**src/inc/ftc_pkg.sv**
```systemverilog
// Constants and carrier types for the filter tuning control register bank.
package ftc_pkg;
  localparam logic [5:0]  FTC_FRAME_LEN    = 6'h20;
  localparam logic [2:0]  FTC_CHIP_ADR     = 3'h5;
  localparam logic [4:0]  FTC_ADR_RDSEL    = 5'h00;
  localparam logic [4:0]  FTC_ADR_ENABLES  = 5'h01;
  localparam logic [4:0]  FTC_ADR_ANALOG   = 5'h02;
  localparam logic [4:0]  FTC_ADR_FINE     = 5'h03;
  localparam logic [4:0]  FTC_ADR_STROBE   = 5'h04;
  localparam logic [4:0]  FTC_ADR_PERIOD   = 5'h05;
  localparam logic [4:0]  FTC_ADR_CORR     = 5'h06;
  localparam logic [4:0]  FTC_ADR_SPARE    = 5'h07;
  localparam int          FTC_EN_NVIGN     = 0;
  localparam int          FTC_EN_CAL       = 1;
  localparam int          FTC_EN_PATH_I    = 2;
  localparam int          FTC_EN_PATH_Q    = 3;
  localparam int          FTC_EN_OVR       = 4;
  localparam int          FTC_EN_DBL       = 5;
  localparam int          FTC_AS_OPB       = 0;
  localparam int          FTC_AS_DRB       = 2;
  localparam int          FTC_AS_GAIN      = 4;
  localparam int          FTC_AS_BYP       = 5;
  localparam int          FTC_AS_CRS       = 6;
  localparam logic [5:0]  FTC_EN_RST       = 6'h0C;
  localparam logic [9:0]  FTC_AS_RST       = 10'h009;
  localparam logic [3:0]  FTC_FINE_RST     = 4'h0;
  localparam logic [14:0] FTC_PERIOD_RST   = 15'h0000;
  localparam logic [8:0]  FTC_CORR_RST     = 9'h000;
  localparam logic [4:0]  FTC_RDSEL_RST    = 5'h00;
  localparam logic [3:0]  FTC_FINE_MAX     = 4'hB;
  localparam logic [15:0] FTC_SIG_SEED     = 16'hFFFF;
  localparam int          FTC_ADJ_SHIFT    = 10;
  localparam int          FTC_CAL_SHIFT    = 12;
  localparam int          FTC_BIST_CYCLES  = 262144;

  typedef struct packed {
    logic       path_i_en;
    logic       path_q_en;
    logic       cal_en;
    logic       doubler_en;
    logic [1:0] opamp_bias;
    logic [1:0] drvr_bias;
    logic       high_gain_select;
    logic       bypass;
    logic [3:0] coarse_code;
    logic [3:0] fine_code;
  } ftc_analog_t;

  typedef struct packed {
    logic       programmed;
    logic [3:0] fine_code;
    logic [3:0] coarse_code;
    logic       high_gain_select;
    logic       bypass;
    logic [1:0] opamp_bias;
    logic [1:0] drvr_bias;
  } ftc_nv_t;

  typedef enum logic [1:0] {FTC_IDLE, FTC_MEAS, FTC_BIST} ftc_cal_state_t;
endpackage : ftc_pkg

```
**src/core/ftc_cal_engine.sv**
```systemverilog
// RC calibration engine with measurement, count correction and self test.
`timescale 1ns/1ns
`default_nettype none
module ftc_cal_engine
  import ftc_pkg::*;
#(
  parameter int BIST_CYCLES = FTC_BIST_CYCLES
) (
  input  wire logic        clk_i,
  input  wire logic        rst_i,
  input  wire logic        start_i,
  input  wire logic        self_test_i,
  input  wire logic        cal_en_i,
  input  wire logic [14:0] period_i,
  input  wire logic [8:0]  adj_i,
  input  wire logic        cmp_i,
  output var  logic        busy_o,
  output var  logic [3:0]  code_o,
  output var  logic [23:0] count_o,
  output var  logic [15:0] sig_o
);
  ftc_cal_state_t st_ff;
  logic [23:0]    acc_ff;
  logic [17:0]    tick_ff;
  logic [3:0]     code_ff;
  logic [15:0]    sig_ff;
  wire  [23:0]    nxt_acc = acc_ff + {9'h000, period_i};
  wire  [24:0]    adj_ps  = {{6{adj_i[8]}}, adj_i, 10'h000};
  wire  [24:0]    corr    = {1'b0, acc_ff} + adj_ps;
  wire  [11:0]    step    = corr[23:FTC_CAL_SHIFT];
  wire  [3:0]     decoded = corr[24] ? 4'h0 :
                            (step > {8'h00, FTC_FINE_MAX}) ? FTC_FINE_MAX : step[3:0];
  wire            fb      = sig_ff[15] ^ sig_ff[13] ^ sig_ff[12] ^ sig_ff[10];
  wire  [15:0]    nxt_sig = {sig_ff[14:0], fb} ^ {1'b0, period_i};
  wire  [17:0]    tick_ld = 18'(BIST_CYCLES - 1);

  always_ff @(posedge clk_i) begin
    if (rst_i) begin
      st_ff   <= FTC_IDLE;
      acc_ff  <= 24'h00_0000;
      tick_ff <= 18'h0_0000;
      code_ff <= FTC_FINE_RST;
      sig_ff  <= 16'h0000;
    end else begin
      case (st_ff)
        FTC_IDLE: begin
          if (start_i && self_test_i) begin
            st_ff   <= FTC_BIST;
            tick_ff <= tick_ld;
            sig_ff  <= FTC_SIG_SEED;
            acc_ff  <= 24'h00_0000;
          end else if (start_i && cal_en_i) begin
            st_ff  <= FTC_MEAS;
            acc_ff <= 24'h00_0000;
          end
        end
        FTC_MEAS: begin
          if (cmp_i) begin
            code_ff <= decoded;
            st_ff   <= FTC_IDLE;
          end else begin
            acc_ff <= nxt_acc;
          end
        end
        FTC_BIST: begin
          sig_ff  <= nxt_sig;
          acc_ff  <= nxt_acc;
          tick_ff <= tick_ff - 18'h0_0001;
          if (tick_ff == 18'h0_0000) st_ff <= FTC_IDLE;
        end
        default: st_ff <= FTC_IDLE;
      endcase
    end
  end

  assign busy_o  = (st_ff != FTC_IDLE);
  assign code_o  = code_ff;
  assign count_o = acc_ff;
  assign sig_o   = sig_ff;
endmodule : ftc_cal_engine
`default_nettype wire

```
**src/core/ftc_regs.sv**
```systemverilog
// Serial register bank and setting selection for the dual filter tuning control.
`timescale 1ns/1ns
`default_nettype none
// Contract
// - Nonvolatile values replace registers unless ignore bit set or memory unprogrammed.
// - Enable bit one turns the calibration circuit on; resets to zero.
// - In-phase and quadrature path enables each power their path; both reset one.
// - Override bit applies the stored fine code instead of the engine result.
// - Doubler bit: clear uses 40-80 MHz clock directly, set doubles 20-40 MHz.
// - Amplifier bias field spans min 00 to max 11; resets to 01.
// - Driver bias field spans min 00 to max 11; resets to 10.
// - Gain bit selects 0 dB when clear, 10 dB when set; resets clear.
// - Bypass bit routes signals around the filter when set; resets clear.
// - Coarse code 0000 to 1000 selects 3.5 to 50 MHz; resets 0000.
// - Fine override code spans 0000 to 1011; used only under override.
// - A write to the strobe register starts a calibration cycle when the enable bit is set and the engine is idle; self test mode takes precedence.
// - The strobe starts the engine self test when self test mode is selected.
// - Host programs the reference period in picoseconds; engine uses it; resets zero.
// - Signed correction in 1.024 ns units is added before decoding the count.
module ftc_regs
  import ftc_pkg::*;
#(
  parameter int BIST_CYCLES = FTC_BIST_CYCLES
) (
  input  wire logic        CLK_I,
  input  wire logic        SYS_RST_I,
  input  wire logic        SPI_SEN_N_I,
  input  wire logic        SPI_SCK_I,
  input  wire logic        SPI_SDI_I,
  output var  logic        SPI_SDO_O,
  output var  logic        SPI_SDO_OE_N_O,
  input  wire logic        RC_CMP_I,
  input  wire logic        SELF_TEST_MODE_I,
  input  wire ftc_nv_t     NV_I,
  output var  ftc_analog_t SET_O,
  output var  logic        NV_IN_USE_O,
  output var  logic        CAL_BUSY_O,
  output var  logic [23:0] CAL_COUNT_O,
  output var  logic [15:0] SELF_TEST_SIG_O
);
  // Pin synchronisers; the third sck and sen stages only serve edge detection.
  logic [1:0]  sen_sync_ff;
  logic [1:0]  sck_sync_ff;
  logic [1:0]  sdi_sync_ff;
  logic [1:0]  cmp_sync_ff;
  logic        sen_dly_ff;
  logic        sck_dly_ff;

  always_ff @(posedge CLK_I) begin
    if (SYS_RST_I) begin
      sen_sync_ff <= 2'h3;
      sck_sync_ff <= 2'h0;
      sdi_sync_ff <= 2'h0;
      cmp_sync_ff <= 2'h0;
      sen_dly_ff  <= 1'b1;
      sck_dly_ff  <= 1'b0;
    end else begin
      sen_sync_ff <= {sen_sync_ff[0], SPI_SEN_N_I};
      sck_sync_ff <= {sck_sync_ff[0], SPI_SCK_I};
      sdi_sync_ff <= {sdi_sync_ff[0], SPI_SDI_I};
      cmp_sync_ff <= {cmp_sync_ff[0], RC_CMP_I};
      sen_dly_ff  <= sen_sync_ff[1];
      sck_dly_ff  <= sck_sync_ff[1];
    end
  end

  wire sen_act  = !sen_sync_ff[1];
  wire sen_fall = !sen_sync_ff[1] && sen_dly_ff;
  wire sen_rise = sen_sync_ff[1] && !sen_dly_ff;
  wire sck_rise = sck_sync_ff[1] && !sck_dly_ff;

  logic [31:0] rx_word;
  logic [5:0]  rx_cnt;

  ftc_spi_rx u_rx (
    .clk_i      (CLK_I),
    .rst_i      (SYS_RST_I),
    .sen_act_i  (sen_act),
    .sck_rise_i (sck_rise),
    .sdi_i      (sdi_sync_ff[1]),
    .word_o     (rx_word),
    .cnt_o      (rx_cnt)
  );

  // Frame decode: data in the top 24 bits, then register and chip address.
  wire [23:0] wr_data  = rx_word[31:8];
  wire [4:0]  wr_adr   = rx_word[7:3];
  wire [2:0]  wr_chip  = rx_word[2:0];
  wire        frame_ok = sen_rise && (rx_cnt == FTC_FRAME_LEN);
  wire        chip_hit = frame_ok && (wr_chip == FTC_CHIP_ADR);
  wire        chip_mis = frame_ok && (wr_chip != FTC_CHIP_ADR);
  wire        wr_rdsel = chip_hit && (wr_adr == FTC_ADR_RDSEL);
  wire        wr_en    = chip_hit && (wr_adr == FTC_ADR_ENABLES);
  wire        wr_as    = chip_hit && (wr_adr == FTC_ADR_ANALOG);
  wire        wr_fine  = chip_hit && (wr_adr == FTC_ADR_FINE);
  wire        wr_strb  = chip_hit && (wr_adr == FTC_ADR_STROBE);
  wire        wr_per   = chip_hit && (wr_adr == FTC_ADR_PERIOD);
  wire        wr_corr  = chip_hit && (wr_adr == FTC_ADR_CORR);

  // Control registers keep only their defined fields.
  logic [4:0]  rdsel_ff;
  logic [5:0]  en_ff;
  logic [9:0]  as_ff;
  logic [3:0]  fine_ff;
  logic [14:0] per_ff;
  logic [8:0]  corr_ff;

  always_ff @(posedge CLK_I) begin
    if (SYS_RST_I) begin
      rdsel_ff <= FTC_RDSEL_RST;
      en_ff    <= FTC_EN_RST;
      as_ff    <= FTC_AS_RST;
      fine_ff  <= FTC_FINE_RST;
      per_ff   <= FTC_PERIOD_RST;
      corr_ff  <= FTC_CORR_RST;
    end else begin
      if (wr_rdsel) rdsel_ff <= wr_data[4:0];
      if (wr_en)    en_ff    <= wr_data[5:0];
      if (wr_as)    as_ff    <= wr_data[9:0];
      if (wr_fine)  fine_ff  <= wr_data[3:0];
      if (wr_per)   per_ff   <= wr_data[14:0];
      if (wr_corr)  corr_ff  <= wr_data[8:0];
    end
  end

  // The doubler halves the period seen per counted edge.
  wire [14:0] per_eff = en_ff[FTC_EN_DBL] ? {1'b0, per_ff[14:1]} : per_ff;

  logic        eng_busy;
  logic [3:0]  eng_code;
  logic [23:0] eng_count;
  logic [15:0] eng_sig;

  ftc_cal_engine #(
    .BIST_CYCLES (BIST_CYCLES)
  ) u_eng (
    .clk_i       (CLK_I),
    .rst_i       (SYS_RST_I),
    .start_i     (wr_strb),
    .self_test_i (SELF_TEST_MODE_I),
    .cal_en_i    (en_ff[FTC_EN_CAL]),
    .period_i    (per_eff),
    .adj_i       (corr_ff),
    .cmp_i       (cmp_sync_ff[1]),
    .busy_o      (eng_busy),
    .code_o      (eng_code),
    .count_o     (eng_count),
    .sig_o       (eng_sig)
  );

  // Setting selection between the nonvolatile copy and the registers.
  wire use_nv = !en_ff[FTC_EN_NVIGN] && NV_I.programmed;
  wire [3:0] fine_sel = use_nv ? NV_I.fine_code :
                        en_ff[FTC_EN_OVR] ? fine_ff : eng_code;

  ftc_analog_t nxt_set;
  assign nxt_set.path_i_en        = en_ff[FTC_EN_PATH_I];
  assign nxt_set.path_q_en        = en_ff[FTC_EN_PATH_Q];
  assign nxt_set.cal_en           = en_ff[FTC_EN_CAL];
  assign nxt_set.doubler_en       = en_ff[FTC_EN_DBL];
  assign nxt_set.opamp_bias       = use_nv ? NV_I.opamp_bias : as_ff[FTC_AS_OPB +: 2];
  assign nxt_set.drvr_bias        = use_nv ? NV_I.drvr_bias : as_ff[FTC_AS_DRB +: 2];
  assign nxt_set.high_gain_select = use_nv ? NV_I.high_gain_select : as_ff[FTC_AS_GAIN];
  assign nxt_set.bypass           = use_nv ? NV_I.bypass : as_ff[FTC_AS_BYP];
  assign nxt_set.coarse_code      = use_nv ? NV_I.coarse_code : as_ff[FTC_AS_CRS +: 4];
  assign nxt_set.fine_code        = fine_sel;

  // Read-back word; the strobe and spare slots hold nothing and read zero.
  logic [23:0] rd_word;
  always_comb begin
    rd_word = 24'h00_0000;
    case (rdsel_ff)
      FTC_ADR_RDSEL:   rd_word = {19'h0_0000, rdsel_ff};
      FTC_ADR_ENABLES: rd_word = {18'h0_0000, en_ff};
      FTC_ADR_ANALOG:  rd_word = {14'h0000, as_ff};
      FTC_ADR_FINE:    rd_word = {20'h0_0000, fine_ff};
      FTC_ADR_PERIOD:  rd_word = {9'h000, per_ff};
      FTC_ADR_CORR:    rd_word = {15'h0000, corr_ff};
      default:         rd_word = 24'h00_0000;
    endcase
  end

  // Output shifter: the frame after the address write returns data MSB first.
  logic [31:0] tx_ff;
  logic        sdo_ff;
  logic        sdo_oe_n_ff;
  wire  [31:0] tx_load = {rd_word, rdsel_ff, FTC_CHIP_ADR};

  always_ff @(posedge CLK_I) begin
    if (SYS_RST_I) begin
      tx_ff       <= 32'h0000_0000;
      sdo_ff      <= 1'b0;
      sdo_oe_n_ff <= 1'b1;
    end else begin
      if (sen_fall) tx_ff <= tx_load;
      else if (sen_act && sck_rise) tx_ff <= {tx_ff[30:0], 1'b0};
      if (sen_act && sck_rise) sdo_ff <= tx_ff[31];
      // Only a frame to another chip address releases the shared line.
      if (chip_hit) sdo_oe_n_ff <= 1'b0;
      else if (chip_mis) sdo_oe_n_ff <= 1'b1;
    end
  end

  // Registered outputs.
  ftc_analog_t set_ff;
  logic        nv_use_ff;
  logic        busy_ff;
  logic [23:0] count_ff;
  logic [15:0] sig_ff;

  always_ff @(posedge CLK_I) begin
    if (SYS_RST_I) begin
      set_ff    <= '0;
      nv_use_ff <= 1'b0;
      busy_ff   <= 1'b0;
      count_ff  <= 24'h00_0000;
      sig_ff    <= 16'h0000;
    end else begin
      set_ff    <= nxt_set;
      nv_use_ff <= use_nv;
      busy_ff   <= eng_busy;
      count_ff  <= eng_count;
      sig_ff    <= eng_sig;
    end
  end

  assign SET_O           = set_ff;
  assign NV_IN_USE_O     = nv_use_ff;
  assign CAL_BUSY_O      = busy_ff;
  assign CAL_COUNT_O     = count_ff;
  assign SELF_TEST_SIG_O = sig_ff;
  assign SPI_SDO_O       = sdo_ff;
  assign SPI_SDO_OE_N_O  = sdo_oe_n_ff;
endmodule : ftc_regs
`default_nettype wire

```
**src/core/ftc_spi_rx.sv**
```systemverilog
// Serial frame receiver that gathers the 32 bits shifted in while enabled.
`timescale 1ns/1ns
`default_nettype none
module ftc_spi_rx
  import ftc_pkg::*;
(
  input  wire logic        clk_i,
  input  wire logic        rst_i,
  input  wire logic        sen_act_i,
  input  wire logic        sck_rise_i,
  input  wire logic        sdi_i,
  output var  logic [31:0] word_o,
  output var  logic [5:0]  cnt_o
);
  logic [31:0] sr_ff;
  logic [5:0]  cnt_ff;
  wire         take = sen_act_i && sck_rise_i;
  wire  [5:0]  nxt_cnt = (cnt_ff == FTC_FRAME_LEN) ? cnt_ff : cnt_ff + 6'h01;

  // The count saturates so an over-long frame is still seen as complete.
  always_ff @(posedge clk_i) begin
    if (rst_i || !sen_act_i) cnt_ff <= 6'h00;
    else if (take) cnt_ff <= nxt_cnt;
  end

  always_ff @(posedge clk_i) begin
    if (rst_i) sr_ff <= 32'h0000_0000;
    else if (take) sr_ff <= {sr_ff[30:0], sdi_i};
  end

  assign word_o = sr_ff;
  assign cnt_o  = cnt_ff;
endmodule : ftc_spi_rx
`default_nettype wire

```
**config.mk**
```make
export PLATFORM = sky130hd
export DESIGN_NAME = ftc_regs
export DESIGN_NICKNAME = d
export VERILOG_FILES = /design/src/inc/ftc_pkg.sv /design/src/core/ftc_cal_engine.sv /design/src/core/ftc_regs.sv /design/src/core/ftc_spi_rx.sv
export SDC_FILE = /design/constraint.sdc
export NUM_CORES = 1
export LEC_CHECK = 0
export BUFFER_PORTS_ARGS = -buffer_cell sky130_fd_sc_hd__clkbuf_2
export CORE_UTILIZATION = 51
export DETAILED_ROUTE_END_ITERATION = 16
export HOLD_SLACK_MARGIN = 0.08
export PLACE_DENSITY = 0.7
export REMOVE_ABC_BUFFERS = 1
export SYNTH_ARGS = -nofsm -noshare
export SYNTH_HDL_FRONTEND = slang
export SYNTH_SLANG_ARGS = --single-unit
```
**constraint.sdc**
```tcl
create_clock -name CLK_I -period 5.2 [get_ports CLK_I]
set_input_delay 1.04 -clock CLK_I [delete_from_list [all_inputs] [get_ports CLK_I]]
set_output_delay 1.04 -clock CLK_I [all_outputs]
set_load 0.01 [all_outputs]
```
==> run metrics <==
EDFF count, synth 0; Die ar. 21400 um2; DP Area 11200 um2; leak pwr 4.85 nW; Clock Latency Late Sink 530 ps; TritonCTS clock tree built; Reg-to-Reg Start en_ff[5]; nets@finish 1272; crit end category register; WL per Instance 15.9 um; Max-Cap Viols 0; hold crit path type reg2reg; share of post-route cells with drive strength above 1 0.140; Post-CTS Setup Inserts 0; syn_area_per_cell 9.14 um2; Yosys warning count 0; RePlAce Congestion 0.898; Max Root-Sink Buffers 3; main flop type after synthesis dfxtp_1; Seq/Total Area, Yosys 0.463; Post-Syn Area 10600 um2; # fillers 1784; Slew Viols, Final 0; initial antenna violation count 0; Hold Buf Count CTS 0; H-Tree Depth 1; Worst EP required 5610 ps; Fmax 0.264 GHz; DPL Wire Length 16100 um; outcome completed; critical path startpoint category register; Std-Cell Rows 52; worst ir drop on vdd 231 uV; Overflow after GRT 0; Num CTS Buffers 26; slew margin rel. 0.183; CTS Sinks 246; antenna-violating nets left 0; DRC 0; Final min period 3790 ps; Hold EP sdi_sync_ff[1]; Placeable Area 20400 um2; Initial Utilization 0.522; Max Fanout on Critical Path 18; worst hold stages 1; I/O pins 84; final wirelength 23900 um; root buf cell clkbuf_16; R2R setup slack 1410 ps; Die Ht 146 um; Setup TNS Final 0 ps; routed via count 8438; hold_ws 434 ps; largest net degree at the start of global routing 85; Antenna Cells 0; total global-route track usage 0.224; vias in the first global route 7865; Mapped Cells 1163; PwrDens 318 nW/um2; finished layout cell area 12000 um2; Final setup viols 0; CP Class reg2reg; RSZ-0062 raised after global routing false; Min-Delay Startpoint sdi_sync_ff[0]; Detailed Routing Iterations Pass 1 5; Final Hold Viols 0; Synth Register Bits 246; Worst Path Arrival 4200 ps; asr flop ratio synth 0; number of distinct library cells after synthesis 68; crit share post-route 0.728; Reg2Reg Depth 9; first-pass GRT wire length 39500 um; area delta synth->final 13.3%; vias per cell 5.62; reg2reg end u_eng.count_o[21]; worst-margin pin slew 1220 ps; chip width 146 um; PostCTS Resize Cnt 0; CTS clock-pin slew for the worst setup and hold paths 60 ps; IO Port Bufs 83; Final Skew 12.0 ps; initial DRC count 574
## worst max-delay path: stages, from the launching register on
cell,delay [ps]
dfxtp_1,820
mux2_2,440
ha_1,360
o21ai_0,140
o21a_1,210
o31ai_1,480
o21ai_0,300
o21ai_0,550
a21oi_1,140
a31o_2,230
## layout by cell type (no fill, tap or decap), drive strengths merged, types with 9 or more instances in the layout
cell / synthesis / layout
o21ai: 28 / 28
nor2: 135 / 135
nor2b: 56 / 56
a311oi: 17 / 17
or3: 10 / 10
mux2i: 54 / 54
a22oi: 25 / 25
buf: 16 / 9
nand2: 129 / 129
mux2: 15 / 15
a21oi: 93 / 93
a211oi: 9 / 9
a222oi: 15 / 15
a22o: 17 / 17
xnor2: 38 / 38
nor3: 21 / 21
xor2: 17 / 17
ha: 35 / 35
dfxtp: 246 / 246
nand3: 19 / 19
clkbuf: 52 / 119
inv: 18 / 18
nand2b: 9 / 9
## routing by layer
layer | share of wire | global-route usage
met5 | 0 | 0
met4 | 0.025 | 0.0724
met3 | 0.046 | 0.0294
met2 | 0.46 | 0.365
met1 | 0.47 | 0.307
## Yosys cell counts, types with 8 or more instances
cell / instances / area, um2
a22o_1: 17 / 149
a222oi_1: 15 / 150
a311oi_1: 17 / 149
nand2_1: 128 / 480
ha_1: 35 / 438
inv_1: 18 / 67.6
dfxtp_1: 246 / 4920
nor2_1: 135 / 507
nand4_1: 8 / 50.1
or3_1: 10 / 62.6
a22oi_1: 25 / 188
xnor2_1: 38 / 333
a21oi_1: 93 / 465
clkbuf_1: 52 / 195
mux2_2: 15 / 169
nand3_1: 19 / 95.1
a211oi_1: 9 / 67.6
mux2i_1: 54 / 541
nand2b_1: 9 / 56.3
xor2_1: 17 / 149
nor3_1: 17 / 85.1
o21ai_0: 28 / 140
nor2b_1: 56 / 350
## worst max-delay path by stage
stage	cells past startpoint	to	from	slack [ps]
floorplan	10	u_eng.count_o[14]	en_ff[5]	2080
global placement	9	u_eng.count_o[21]	en_ff[5]	1670
detailed placement	9	u_eng.count_o[21]	en_ff[5]	1500
CTS	9	u_eng.count_o[21]	en_ff[5]	1460
global route	9	u_eng.count_o[21]	en_ff[5]	1130
finish	9	u_eng.count_o[21]	en_ff[5]	1410
## area by class of cell
class	count	area, um2	area share
repair buffers	91	482	0.0400
multi-input cells	831	5360	0.446
clock inverters	8	90.1	0.00748
clock buffers	37	773	0.0642
inverters	18	67.6	0.00561
flip-flops and latches	246	4920	0.409
well taps	270	338	0.0281
## registers in the layout (all words and copies together) (netlist names), 2 cells and up
signal,count
u_rx.word_o,23
cmp_sync_ff,2
u_eng.st_ff,2
SET_O,18
u_eng.tick_ff,18
sck_sync_ff,2
CAL_COUNT_O,24
tx_ff,32
SELF_TEST_SIG_O,16
rdsel_ff,5
sdi_sync_ff,2
fine_ff,4
u_eng.code_o,4
per_ff,15
en_ff,6
sen_sync_ff,2
as_ff,10
corr_ff,9
u_eng.count_o,24
u_eng.sig_o,16
u_rx.cnt_o,6
## report_power, final
group | total, W | switching [W] | internal [W]
clock network | 0.00185 | 0.000729 | 0.00112
logic | 0.0000737 | 0.0000538 | 0.0000199
registers | 0.00190 | 0.00000377 | 0.00190
## kinds of logic after synthesis
group | Yosys count | synth area share
xor+xnor | 55 | 0.0453
fa+ha+maj | 36 | 0.0431
flops | 246 | 0.463
buf+inv | 86 | 0.0326
compound gates | 243 | 0.153
mux | 69 | 0.0667
simple gates | 428 | 0.196
## through the flow
stage	utilization	total power, W	std cells	setup slack [ps]
global placement	0.549	0.00201	1456	1670
global route	0.591	0.00395	1501	1130
detailed placement	0.549	0.00202	1456	1500
floorplan	-	0.00196	1095	2080
CTS	0.591	0.00387	1501	1460
finish	0.591	0.00383	1501	1410
No activity file was read; power rests on OpenSTA's default activity.
